`src/pkg/qsfd_pkg.sv`:
```
// Constants and types shared by the quad switch fault diagnostics block
package qsfd_pkg;
	localparam int unsigned QSFD_NCH = 4;
	localparam int unsigned QSFD_NCAUSE = 4;
	localparam int unsigned QSFD_AW = 8;
	// Register byte addresses
	localparam logic [QSFD_AW-1:0] QSFD_ADDR_CTRL = 8'h00;
	localparam logic [QSFD_AW-1:0] QSFD_ADDR_STATUS = 8'h04;
	localparam logic [QSFD_AW-1:0] QSFD_ADDR_EVENTS = 8'h08;
	localparam logic [QSFD_AW-1:0] QSFD_ADDR_PINS = 8'h0C;
	// CTRL fields
	localparam int unsigned QSFD_CTRL_VARB_BIT = 0;
	localparam logic QSFD_CTRL_VARB_RST = 1'b0;
	// STATUS field positions, four bits each
	localparam int unsigned QSFD_ST_FAULT_POS = 0;
	localparam int unsigned QSFD_ST_GATE_POS = 4;
	localparam int unsigned QSFD_ST_LIMIT_POS = 8;
	localparam int unsigned QSFD_ST_DRIVE_POS = 12;
	// Cause bit positions inside each channel nibble
	localparam int unsigned QSFD_C_OC = 0;
	localparam int unsigned QSFD_C_OL = 1;
	localparam int unsigned QSFD_C_TSD = 2;
	localparam int unsigned QSFD_C_SW = 3;
	localparam logic [15:0] QSFD_EVENTS_RST = 16'h0000;
	localparam logic [31:0] QSFD_RDATA_RST = 32'h00000000;
	// Thermal shutdown handling, Gray along ok, shut, retry
	typedef enum logic [1:0] {
		QSFD_TS_OK = 2'b00,
		QSFD_TS_SHUT = 2'b01,
		QSFD_TS_RETRY = 2'b11,
		QSFD_TS_LATCH = 2'b10
	} qsfd_ts_t;
	// Level requested from the shared sense output
	typedef enum logic [1:0] {
		QSFD_CS_ZERO = 2'b00,
		QSFD_CS_LINEAR = 2'b01,
		QSFD_CS_HIGH = 2'b11
	} qsfd_cs_t;
endpackage

```
`src/pkg/qsfd_chan_if.sv`:
```
// Carrier between the top and one channel fault engine
`timescale 1ns/1ps
interface qsfd_chan_if;
	logic drive;
	logic diag_on;
	logic latch_sel;
	logic oc_hit;
	logic ol_hit;
	logic tsd_hot;
	logic tsd_cool;
	logic tsd_rst;
	logic sw_hot;
	logic sw_cool;
	logic gate_on;
	logic reduced_limit;
	logic fault;
	logic [3:0] cause;
	modport engine(input drive, input diag_on, input latch_sel, input oc_hit, input ol_hit,
		input tsd_hot, input tsd_cool, input tsd_rst, input sw_hot, input sw_cool,
		output gate_on, output reduced_limit, output fault, output cause);
	modport top(output drive, output diag_on, output latch_sel, output oc_hit, output ol_hit,
		output tsd_hot, output tsd_cool, output tsd_rst, output sw_hot, output sw_cool,
		input gate_on, input reduced_limit, input fault, input cause);
endinterface

```
`src/hw/qsfd_chan_engine.sv`:
```
// Per-channel protection and fault state of the quad switch
`timescale 1ns/1ps
module qsfd_chan_engine
	import qsfd_pkg::*;
(
	input wire logic pclk,
	input wire logic presetn,
	qsfd_chan_if.engine ch
);
	typedef struct packed {
		qsfd_ts_t ts;
		logic drive_prev;
		logic tsd_flag;
		logic sw_off;
		logic gate_on;
		logic reduced;
		logic fault;
		logic [3:0] cause;
	} qsfd_chan_st_t;

	qsfd_chan_st_t st_ff;
	qsfd_chan_st_t nxt_st;

	always_comb begin
		logic toggle;
		logic oc_f;
		logic ol_f;
		logic tsd_enter;
		logic tsd_clr;
		logic thermal_off;
		toggle = ch.drive ^ st_ff.drive_prev;
		oc_f = ch.drive & ch.oc_hit;
		// Off-state comparator covers open load, battery short, reverse polarity
		ol_f = ~ch.drive & ch.ol_hit;
		// No on-state open-load input: only the sense reading shows it
		tsd_enter = ch.drive & ch.tsd_hot;
		nxt_st = st_ff;
		nxt_st.drive_prev = ch.drive;
		unique case (st_ff.ts)
			QSFD_TS_OK: begin
				if (tsd_enter) begin
					nxt_st.ts = ch.latch_sel ? QSFD_TS_LATCH : QSFD_TS_SHUT;
				end
			end
			QSFD_TS_SHUT: begin
				if (ch.tsd_cool) begin
					nxt_st.ts = QSFD_TS_RETRY;
				end
			end
			QSFD_TS_RETRY: begin
				if (tsd_enter) begin
					nxt_st.ts = ch.latch_sel ? QSFD_TS_LATCH : QSFD_TS_SHUT;
				end else if (ch.tsd_rst) begin
					nxt_st.ts = QSFD_TS_OK;
				end
			end
			QSFD_TS_LATCH: begin
				if (!ch.latch_sel) begin
					nxt_st.ts = QSFD_TS_SHUT;
				end else if (toggle) begin
					// Toggle onto a still-hot die re-latches at once
					nxt_st.ts = tsd_enter ? QSFD_TS_LATCH : QSFD_TS_OK;
				end
			end
		endcase
		// Latched flag only yields to a drive toggle; set wins over clear
		tsd_clr = toggle | (ch.tsd_rst & (st_ff.ts != QSFD_TS_LATCH));
		// A toggle while still hot raises the flag again, so the fault is not lost
		nxt_st.tsd_flag = (tsd_enter & (toggle | (st_ff.ts == QSFD_TS_OK) | (st_ff.ts == QSFD_TS_RETRY)))
			| (st_ff.tsd_flag & ~tsd_clr);
		// Swing works whatever the latch choice
		if (ch.drive & ch.sw_hot) begin
			nxt_st.sw_off = 1'b1;
		end else if (ch.sw_cool) begin
			nxt_st.sw_off = 1'b0;
		end
		thermal_off = (nxt_st.ts == QSFD_TS_SHUT) | (nxt_st.ts == QSFD_TS_LATCH);
		// Protection acts on the gate whether or not diagnostics run
		nxt_st.gate_on = ch.drive & ~thermal_off & ~nxt_st.sw_off;
		nxt_st.reduced = nxt_st.ts == QSFD_TS_RETRY;
		nxt_st.cause[QSFD_C_OC] = oc_f;
		nxt_st.cause[QSFD_C_OL] = ol_f;
		nxt_st.cause[QSFD_C_TSD] = nxt_st.tsd_flag;
		nxt_st.cause[QSFD_C_SW] = nxt_st.sw_off;
		nxt_st.fault = ch.diag_on & (|nxt_st.cause);
	end

	always_ff @(posedge pclk or negedge presetn) begin
		if (!presetn) begin
			st_ff <= '{ts: QSFD_TS_OK, drive_prev: 1'b0, tsd_flag: 1'b0, sw_off: 1'b0,
				gate_on: 1'b0, reduced: 1'b0, fault: 1'b0, cause: 4'h0};
		end else begin
			st_ff <= nxt_st;
		end
	end

	assign ch.gate_on = st_ff.gate_on;
	assign ch.reduced_limit = st_ff.reduced;
	assign ch.fault = st_ff.fault;
	assign ch.cause = st_ff.cause;
endmodule

```
`src/hw/qsfd_top.sv`:
```
// Fault diagnostics and reporting for a four-channel high-side switch
//
// What this block does
// Gate low: diagnostics off, sense and all fault flags left undriven.
// Gate low: driven channels keep protection, undriven channels have none.
// Sense picks 00, 01, 11 route sense to channels 1, 2, 4.
// Sense picks high 1, low 0 route sense to channel 3.
// Fault reporting only with gate high; normal sense zero off, linear on.
// Driven channel over current limit reports fault, clears automatically.
// Undriven channel with output near supply reports fault, clears automatically.
// Open load while driven raises no flag, only a near-zero sense.
// Host steps sense picks to find on-state open loads.
// Short to battery reported like open load.
// Reverse polarity reported like open load.
// Each channel over shutdown temperature turns itself off, reports fault.
// Latch choice low: retry after cooling, reduced limit, flag clears later.
// Latch choice high: stays off, flag clears on drive toggle.
// Latch choice falling turns latch handling into auto-retry.
// Thermal swing turns output off and reports fault, any latch choice.
// Swing cleared below threshold minus hysteresis: output back, fault cleared.
// Flag variant: per-channel open-drain flag pulled low while faulted.
// Sense variant: global open-drain flag pulled low on any fault.
// Selected channel faulted: sense driven to its high fault level.
// After global flag the host scans sense picks for the culprit.
// Host may idle gate and drives low, gate one device at a time.
//
// Local design decisions: the APB interface to the registers and the register addresses.
`timescale 1ns/1ps
module qsfd_top
	import qsfd_pkg::*;
(
	input wire logic pclk,
	input wire logic presetn,
	input wire logic psel,
	input wire logic penable,
	input wire logic pwrite,
	input wire logic [QSFD_AW-1:0] paddr,
	input wire logic [31:0] pwdata,
	input wire logic [3:0] pstrb,
	output logic [31:0] prdata,
	output logic pready,
	output logic pslverr,
	input wire logic diagnostics_gate,
	input wire logic [QSFD_NCH-1:0] channel_drive_input,
	input wire logic sense_pick_high_bit,
	input wire logic sense_pick_low_bit,
	input wire logic overheat_latch_choice,
	input wire logic [QSFD_NCH-1:0] overcurrent_hit,
	input wire logic [QSFD_NCH-1:0] off_open_hit,
	input wire logic [QSFD_NCH-1:0] shutdown_hot,
	input wire logic [QSFD_NCH-1:0] shutdown_cooled,
	input wire logic [QSFD_NCH-1:0] shutdown_reset_temp,
	input wire logic [QSFD_NCH-1:0] swing_hot,
	input wire logic [QSFD_NCH-1:0] swing_cooled,
	output logic [QSFD_NCH-1:0] switch_terminal_on,
	output logic [QSFD_NCH-1:0] protection_active,
	output logic [QSFD_NCH-1:0] reduced_limit,
	output logic [1:0] sense_route,
	output qsfd_cs_t sense_level,
	output logic sense_oe,
	output logic [QSFD_NCH-1:0] channel_fault_flag_n_o,
	output logic [QSFD_NCH-1:0] channel_fault_flag_n_oe,
	output logic global_fault_n_o,
	output logic global_fault_n_oe
);
	typedef struct packed {
		logic varb;
		logic [15:0] events;
		logic [31:0] rdata;
		logic slverr;
		logic [QSFD_NCH-1:0] protect;
		logic [1:0] route;
		qsfd_cs_t cs;
		logic cs_oe;
		logic [QSFD_NCH-1:0] flag_oe;
		logic glob_oe;
	} qsfd_top_st_t;

	qsfd_top_st_t st_ff;
	qsfd_top_st_t nxt_st;

	logic [QSFD_NCH-1:0] ch_gate;
	logic [QSFD_NCH-1:0] ch_limit;
	logic [QSFD_NCH-1:0] ch_fault;
	logic [15:0] ch_cause;

	// Address decode, used only for the error answer; the read path decodes paddr in its own case
	function automatic logic qsfd_mapped(input logic [QSFD_AW-1:0] a);
		return (a == QSFD_ADDR_CTRL) || (a == QSFD_ADDR_STATUS) ||
			(a == QSFD_ADDR_EVENTS) || (a == QSFD_ADDR_PINS);
	endfunction

	// Channel number picked by the two sense pins
	function automatic logic [1:0] qsfd_pick(input logic hi, input logic lo);
		return {hi, lo};
	endfunction

	genvar gi;
	generate
		for (gi = 0; gi < QSFD_NCH; gi++) begin : g_ch
			qsfd_chan_if chif();
			assign chif.drive = channel_drive_input[gi];
			assign chif.diag_on = diagnostics_gate;
			assign chif.latch_sel = overheat_latch_choice;
			assign chif.oc_hit = overcurrent_hit[gi];
			assign chif.ol_hit = off_open_hit[gi];
			assign chif.tsd_hot = shutdown_hot[gi];
			assign chif.tsd_cool = shutdown_cooled[gi];
			assign chif.tsd_rst = shutdown_reset_temp[gi];
			assign chif.sw_hot = swing_hot[gi];
			assign chif.sw_cool = swing_cooled[gi];
			assign ch_gate[gi] = chif.gate_on;
			assign ch_limit[gi] = chif.reduced_limit;
			assign ch_fault[gi] = chif.fault;
			assign ch_cause[gi*4 +: 4] = chif.cause;
			qsfd_chan_engine u_eng (
				.pclk(pclk),
				.presetn(presetn),
				.ch(chif.engine)
			);
		end
	endgenerate

	always_comb begin
		logic setup;
		logic wr;
		logic [1:0] pick;
		logic [31:0] rd;
		logic [15:0] clr;
		setup = psel & ~penable;
		wr = psel & penable & pwrite;
		pick = qsfd_pick(sense_pick_high_bit, sense_pick_low_bit);
		rd = QSFD_RDATA_RST;
		clr = 16'h0000;
		nxt_st = st_ff;

		// Read data and error are fixed in the setup cycle so they leave flops
		if (setup) begin
			unique case (paddr)
				QSFD_ADDR_CTRL: begin
					rd[QSFD_CTRL_VARB_BIT] = st_ff.varb;
				end
				QSFD_ADDR_STATUS: begin
					rd[QSFD_ST_FAULT_POS +: 4] = ch_fault;
					rd[QSFD_ST_GATE_POS +: 4] = ch_gate;
					rd[QSFD_ST_LIMIT_POS +: 4] = ch_limit;
					rd[QSFD_ST_DRIVE_POS +: 4] = channel_drive_input;
				end
				QSFD_ADDR_EVENTS: begin
					rd[15:0] = st_ff.events;
				end
				QSFD_ADDR_PINS: begin
					rd[0] = diagnostics_gate;
					rd[1] = sense_pick_low_bit;
					rd[2] = sense_pick_high_bit;
					rd[3] = overheat_latch_choice;
				end
				default: begin
					rd = QSFD_RDATA_RST;
				end
			endcase
			nxt_st.rdata = rd;
			nxt_st.slverr = ~qsfd_mapped(paddr);
		end

		if (wr && paddr == QSFD_ADDR_CTRL && pstrb[0]) begin
			nxt_st.varb = pwdata[QSFD_CTRL_VARB_BIT];
		end
		if (wr && paddr == QSFD_ADDR_EVENTS) begin
			clr[7:0] = pstrb[0] ? pwdata[7:0] : 8'h00;
			clr[15:8] = pstrb[1] ? pwdata[15:8] : 8'h00;
		end
		// Sticky cause history; a new cause beats a clear in the same cycle
		nxt_st.events = ch_cause | (st_ff.events & ~clr);

		// Driven channel keeps its protection even with diagnostics gated off
		nxt_st.protect = channel_drive_input;

		// Shared sense path
		nxt_st.route = pick;
		if (!diagnostics_gate) begin
			nxt_st.cs = QSFD_CS_ZERO;
		end else if (ch_fault[pick]) begin
			nxt_st.cs = QSFD_CS_HIGH;
		end else if (ch_gate[pick]) begin
			nxt_st.cs = QSFD_CS_LINEAR;
		end else begin
			nxt_st.cs = QSFD_CS_ZERO;
		end
		// Sense pin only exists in the sense variant; gate low leaves it floating
		nxt_st.cs_oe = diagnostics_gate & st_ff.varb;

		// Open-drain flags: enable means pulled to ground
		nxt_st.flag_oe = {QSFD_NCH{diagnostics_gate & ~st_ff.varb}} & ch_fault;
		nxt_st.glob_oe = diagnostics_gate & st_ff.varb & (|ch_fault);
	end

	always_ff @(posedge pclk or negedge presetn) begin
		if (!presetn) begin
			st_ff <= '{varb: QSFD_CTRL_VARB_RST, events: QSFD_EVENTS_RST, rdata: QSFD_RDATA_RST,
				slverr: 1'b0, protect: '0, route: 2'b00, cs: QSFD_CS_ZERO, cs_oe: 1'b0,
				flag_oe: '0, glob_oe: 1'b0};
		end else begin
			st_ff <= nxt_st;
		end
	end

	// Zero-wait slave: access phase always completes in one cycle
	assign pready = 1'b1;
	assign prdata = st_ff.rdata;
	assign pslverr = st_ff.slverr;

	assign switch_terminal_on = ch_gate;
	assign reduced_limit = ch_limit;
	assign protection_active = st_ff.protect;
	assign sense_route = st_ff.route;
	assign sense_level = st_ff.cs;
	assign sense_oe = st_ff.cs_oe;
	// Open drain never drives high
	assign channel_fault_flag_n_o = '0;
	assign channel_fault_flag_n_oe = st_ff.flag_oe;
	assign global_fault_n_o = 1'b0;
	assign global_fault_n_oe = st_ff.glob_oe;
endmodule

```
`config.mk`:
```
export PLATFORM = sky130hd
export DESIGN_NAME = qsfd_top
export DESIGN_NICKNAME = d
export VERILOG_FILES = /design/src/pkg/qsfd_pkg.sv /design/src/pkg/qsfd_chan_if.sv /design/src/hw/qsfd_chan_engine.sv /design/src/hw/qsfd_top.sv
export SDC_FILE = /design/constraint.sdc
export NUM_CORES = 1
export LEC_CHECK = 0
export BUFFER_PORTS_ARGS = -buffer_cell sky130_fd_sc_hd__buf_2
export CELL_PAD_IN_SITES_DETAIL_PLACEMENT = 1
export CELL_PAD_IN_SITES_GLOBAL_PLACEMENT = 2
export CORE_MARGIN = 2
export CORE_UTILIZATION = 34
export CTS_CLUSTER_DIAMETER = 60
export DETAILED_ROUTE_END_ITERATION = 12
export HOLD_SLACK_MARGIN = 0.1
export PLACE_DENSITY_LB_ADDON = 0.12
export SETUP_SLACK_MARGIN = 0.5
export SLEW_MARGIN = 20
export SYNTH_ARGS = -nofsm -noshare
export SYNTH_HDL_FRONTEND = slang
export SYNTH_HIERARCHICAL = 1
export SYNTH_SLANG_ARGS = --single-unit
```
`constraint.sdc`:
```
create_clock -name pclk -period 2.92 [get_ports pclk]
set_input_delay 0.584 -clock pclk [delete_from_list [all_inputs] [get_ports pclk]]
set_output_delay 0.584 -clock pclk [all_outputs]
set_load 0.05 [all_outputs]
```
==> flow_summary.yaml <==
final_layout:
  register_area_sq_um: 2200
  fin_nets: 546
  fillCellCount: 1449
  area_delta_synth_final_pct: 12.6
  multiInputGateArea_sq_um: 1610
  fin_area_sq_um: 4970
  diodes: 0
  drive_gt1_share_pct: 29.9
placed_design:
  portBuffers: 105
  place_area_sq_um: 4670
  globalplace.congestion: 0.786
  dp_hpwl_um: 8230
synth:
  ys_warn_count: 6
  ys_types: 40
  synth-seq-area-share_pct: 49.9
  syn-cell-area_sq_um: 4420
  async_reset_ff_share_pct: 100
  ys_ff_latch: 88
  synth_edf_count: 0
  netlist_instances: 401
  syn_avg_cell_area_sq_um: 11.0
  synthFlopType: "dfrtp_1"
sta:
  fin_crit_ns: 1.71
  fin_setup_tns_ns: 0
  fmax_mhz: 586
  skew_ns: 0.00499
  fin_crit_sh_pct: 58.4
  tightest_slew_ns: 0.663
  final_max_slew_viol_count: 0
  setup_violations: 0
  max_slew_margin_pct: 55.8
  rsz0062_at_grt: "false"
  hold_viol_final: 0
die:
  ios: 146
  die_h_um: 118
  fp.dieW_um: 118
  core_sq_um: 12700
  row_count: 41
  start_util_pct: 34.8
  die_area_sq_um: 13900
power:
  p_leak_nw: 2.40
  p_clk_share_pct: 33.1
  p_sw_share_pct: 33.4
  ir_worst_vdd_mv: 0.249
  p_seq_share_pct: 43.2
  switchingPower_w: 0.00119
  intPower_w: 0.00237
  power.density_nw_per_um2: 717
  share_comb_of_total_power_pct: 23.7
critical_path:
  crit_slowest_cell: "buf_2"
  start_kind: "input pin"
  critical_path_class: "input pin to register"
  worstPathRequired_ns: 3.15
  cpLargestDelayFamily: "simple AND/OR/NAND/NOR gates"
  path_buf_inv: 1
  crit_path_cell_trace: "buf_2 > and3_1 > mux2i_1 > o211ai_1 > ha_1 > nor3b_1"
  cp.arrival_ns: 1.94
  slowest_delay_ns: 0.31
  end_kind: "register"
  path_max_fanout: 13
routing:
  drt_pass1_iterations: 4
  ant_nets: 0
  wl_per_cell_um: 17.2
  via_count: 3028
  finalWirelength_um: 10900
  drc: 0
  via_per_inst: 4.78
  first_iter_violations: 97
cts:
  path_clk_slew_ns: 0.06
  cts_sinks: 88
  cts-root-buf: "clkbuf_16"
  htreeDepth: 3
  ctsHoldBuffers: 0
  clockBufferDepth: 2
  cts_made_buffers: 9
  cts.repair.resized: 0
  worstSkewPairLatency_ns: 0.33
  cts_tree: "yes"
  postCtsSetupBuffers: 0
run:
  cap_viol_max_count: 0
hold_path:
  hp-class: "input pin to asynchronous set/reset pin"
grt:
  grt-ovfl-total: 0
  grt_max_degree: 37
  antenna_found_initial: 0
  grt_usage_pct: 16.5
  grt_pass1_vias: 3289
  grt_pass1_wl_um: 17900
outcome:
  status: "completed"
power by group through the flow:
stage / registers [W] / logic, W / clock network (W)
floorplan: 0.00150 / 0.000757 / 0
global placement: 0.00156 / 0.000846 / 0
detailed placement: 0.00157 / 0.000859 / 0
CTS: 0.00155 / 0.000862 / 0.00121
global route: 0.00157 / 0.000931 / 0.00127
finish: 0.00154 / 0.000846 / 0.00118
layout by cell type (no fill, tap or decap), types with 5 or more instances in the layout:
cell type and count:
o21ai_0 8, clkbuf_16 9, buf_2 104, conb_1 22
o21ai_1 8, o21a_1 6, and2_1 34, a21o_1 20
dfrtp_1 88, and3_1 5, o211ai_1 8, nor2b_1 11
nand2_1 8, inv_1 17, nand2b_1 9, o2111ai_1 8
a221o_1 12, nand4_1 17, nor2_1 6
layout make-up:
| cell class | instances | area share, % |
|---|---|---|
| clock buffer | 12 | 5.36 |
| clock inverter | 3 | 0.805 |
| inverter | 17 | 1.28 |
| multi-input combinational | 232 | 32.5 |
| sequential | 88 | 44.3 |
| tap | 172 | 4.33 |
| timing repair buffer | 109 | 11.5 |
per-layer routing:
metal,vias up,global-route usage (%),part of all wire [%]
li1,1429,-,-
met2,82,27.4,49
met3,9,3.59,3.8
met4,0,4.89,1.1
met1,1508,21.7,46
met5,-,0,0
final timing paths:
path,from,endpoint,slack (ns),depth (start not counted)
max in group asynchronous,presetn,g_ch[3].u_eng/ch.cause[0]$_DFF_PN0_,2.06,2
hold reg to reg,g_ch[1].u_eng/ch.cause[1]$_DFF_PN0_,st_ff[52]$_DFF_PN0_,0.43,1
setup reg to reg,g_ch[2].u_eng/st_ff[9]$_DFF_PN0_,g_ch[2].u_eng/ch.gate_on$_DFF_PN0_,1.36,5
hold / removal,presetn,g_ch[3].u_eng/st_ff[11]$_DFF_PN0_,0.20,1
min in group pclk,sense_pick_high_bit,sense_route[1]$_DFF_PN0_,0.42,1
setup / recovery,overheat_latch_choice,g_ch[2].u_eng/ch.gate_on$_DFF_PN0_,1.21,6
cells in the mapped netlist (all sizes together) (6+ instances only):
master	n	area share, %
nand2	8	0.68
buf	81	14
nand4	17	2.4
o2111ai	8	1.6
nor2	6	0.51
o21a	6	1.0
dfrtp	88	50
nand2b	9	1.3
a21o	20	3.4
o21ai	16	1.8
a221o	12	2.7
inv	17	1.4
and3	6	0.88
nor2b	15	2.4
o211ai	8	1.4
and2	34	4.8
flip-flops by register name (all words and copies together) (netlist names):
| name | cells |
|---|---|
| sense_oe | 1 |
| g_ch.u_eng/ch.fault | 4 |
| sense_level | 2 |
| sense_route | 2 |
| g_ch.u_eng/ch.gate_on | 4 |
| g_ch.u_eng/ch.cause | 16 |
| protection_active | 4 |
| g_ch.u_eng/st_ff | 12 |
| g_ch.u_eng/ch.reduced_limit | 4 |
| pslverr | 1 |
| global_fault_n_oe | 1 |
| st_ff | 17 |
| channel_fault_flag_n_oe | 4 |
| prdata | 16 |
kinds of logic after synthesis:
kind of cell             Yosys count  synth area share (%)
adder cells (fa/ha/maj)            4                  1.13
other                              2                 0.170
buffers and inverters            101                  15.4
AND/OR/NAND/NOR                  109                  15.5
AO/OA/AOI/OAI                     82                  13.7
XOR/XNOR                           4                 0.793
flip-flops                        88                  49.9
multiplexers                      11                  3.46
stage by stage:
step / util [%] / setup WS [ns] / instances / total power (W) / hold WS, ns
after CTS: 39.2 / 1.18 / 633 / 0.00362 / 0.214
after global placement: 36.8 / 0.889 / 618 / 0.00241 / 0.414
final: 39.2 / 1.21 / 633 / 0.00357 / 0.200
after detailed placement: 36.8 / 0.855 / 618 / 0.00243 / 0.415
after global routing: 39.2 / 1.11 / 633 / 0.00377 / 0.220
after floorplan: - / 1.23 / 421 / 0.00225 / 0.288
No activity file was read; power rests on OpenSTA's default activity.
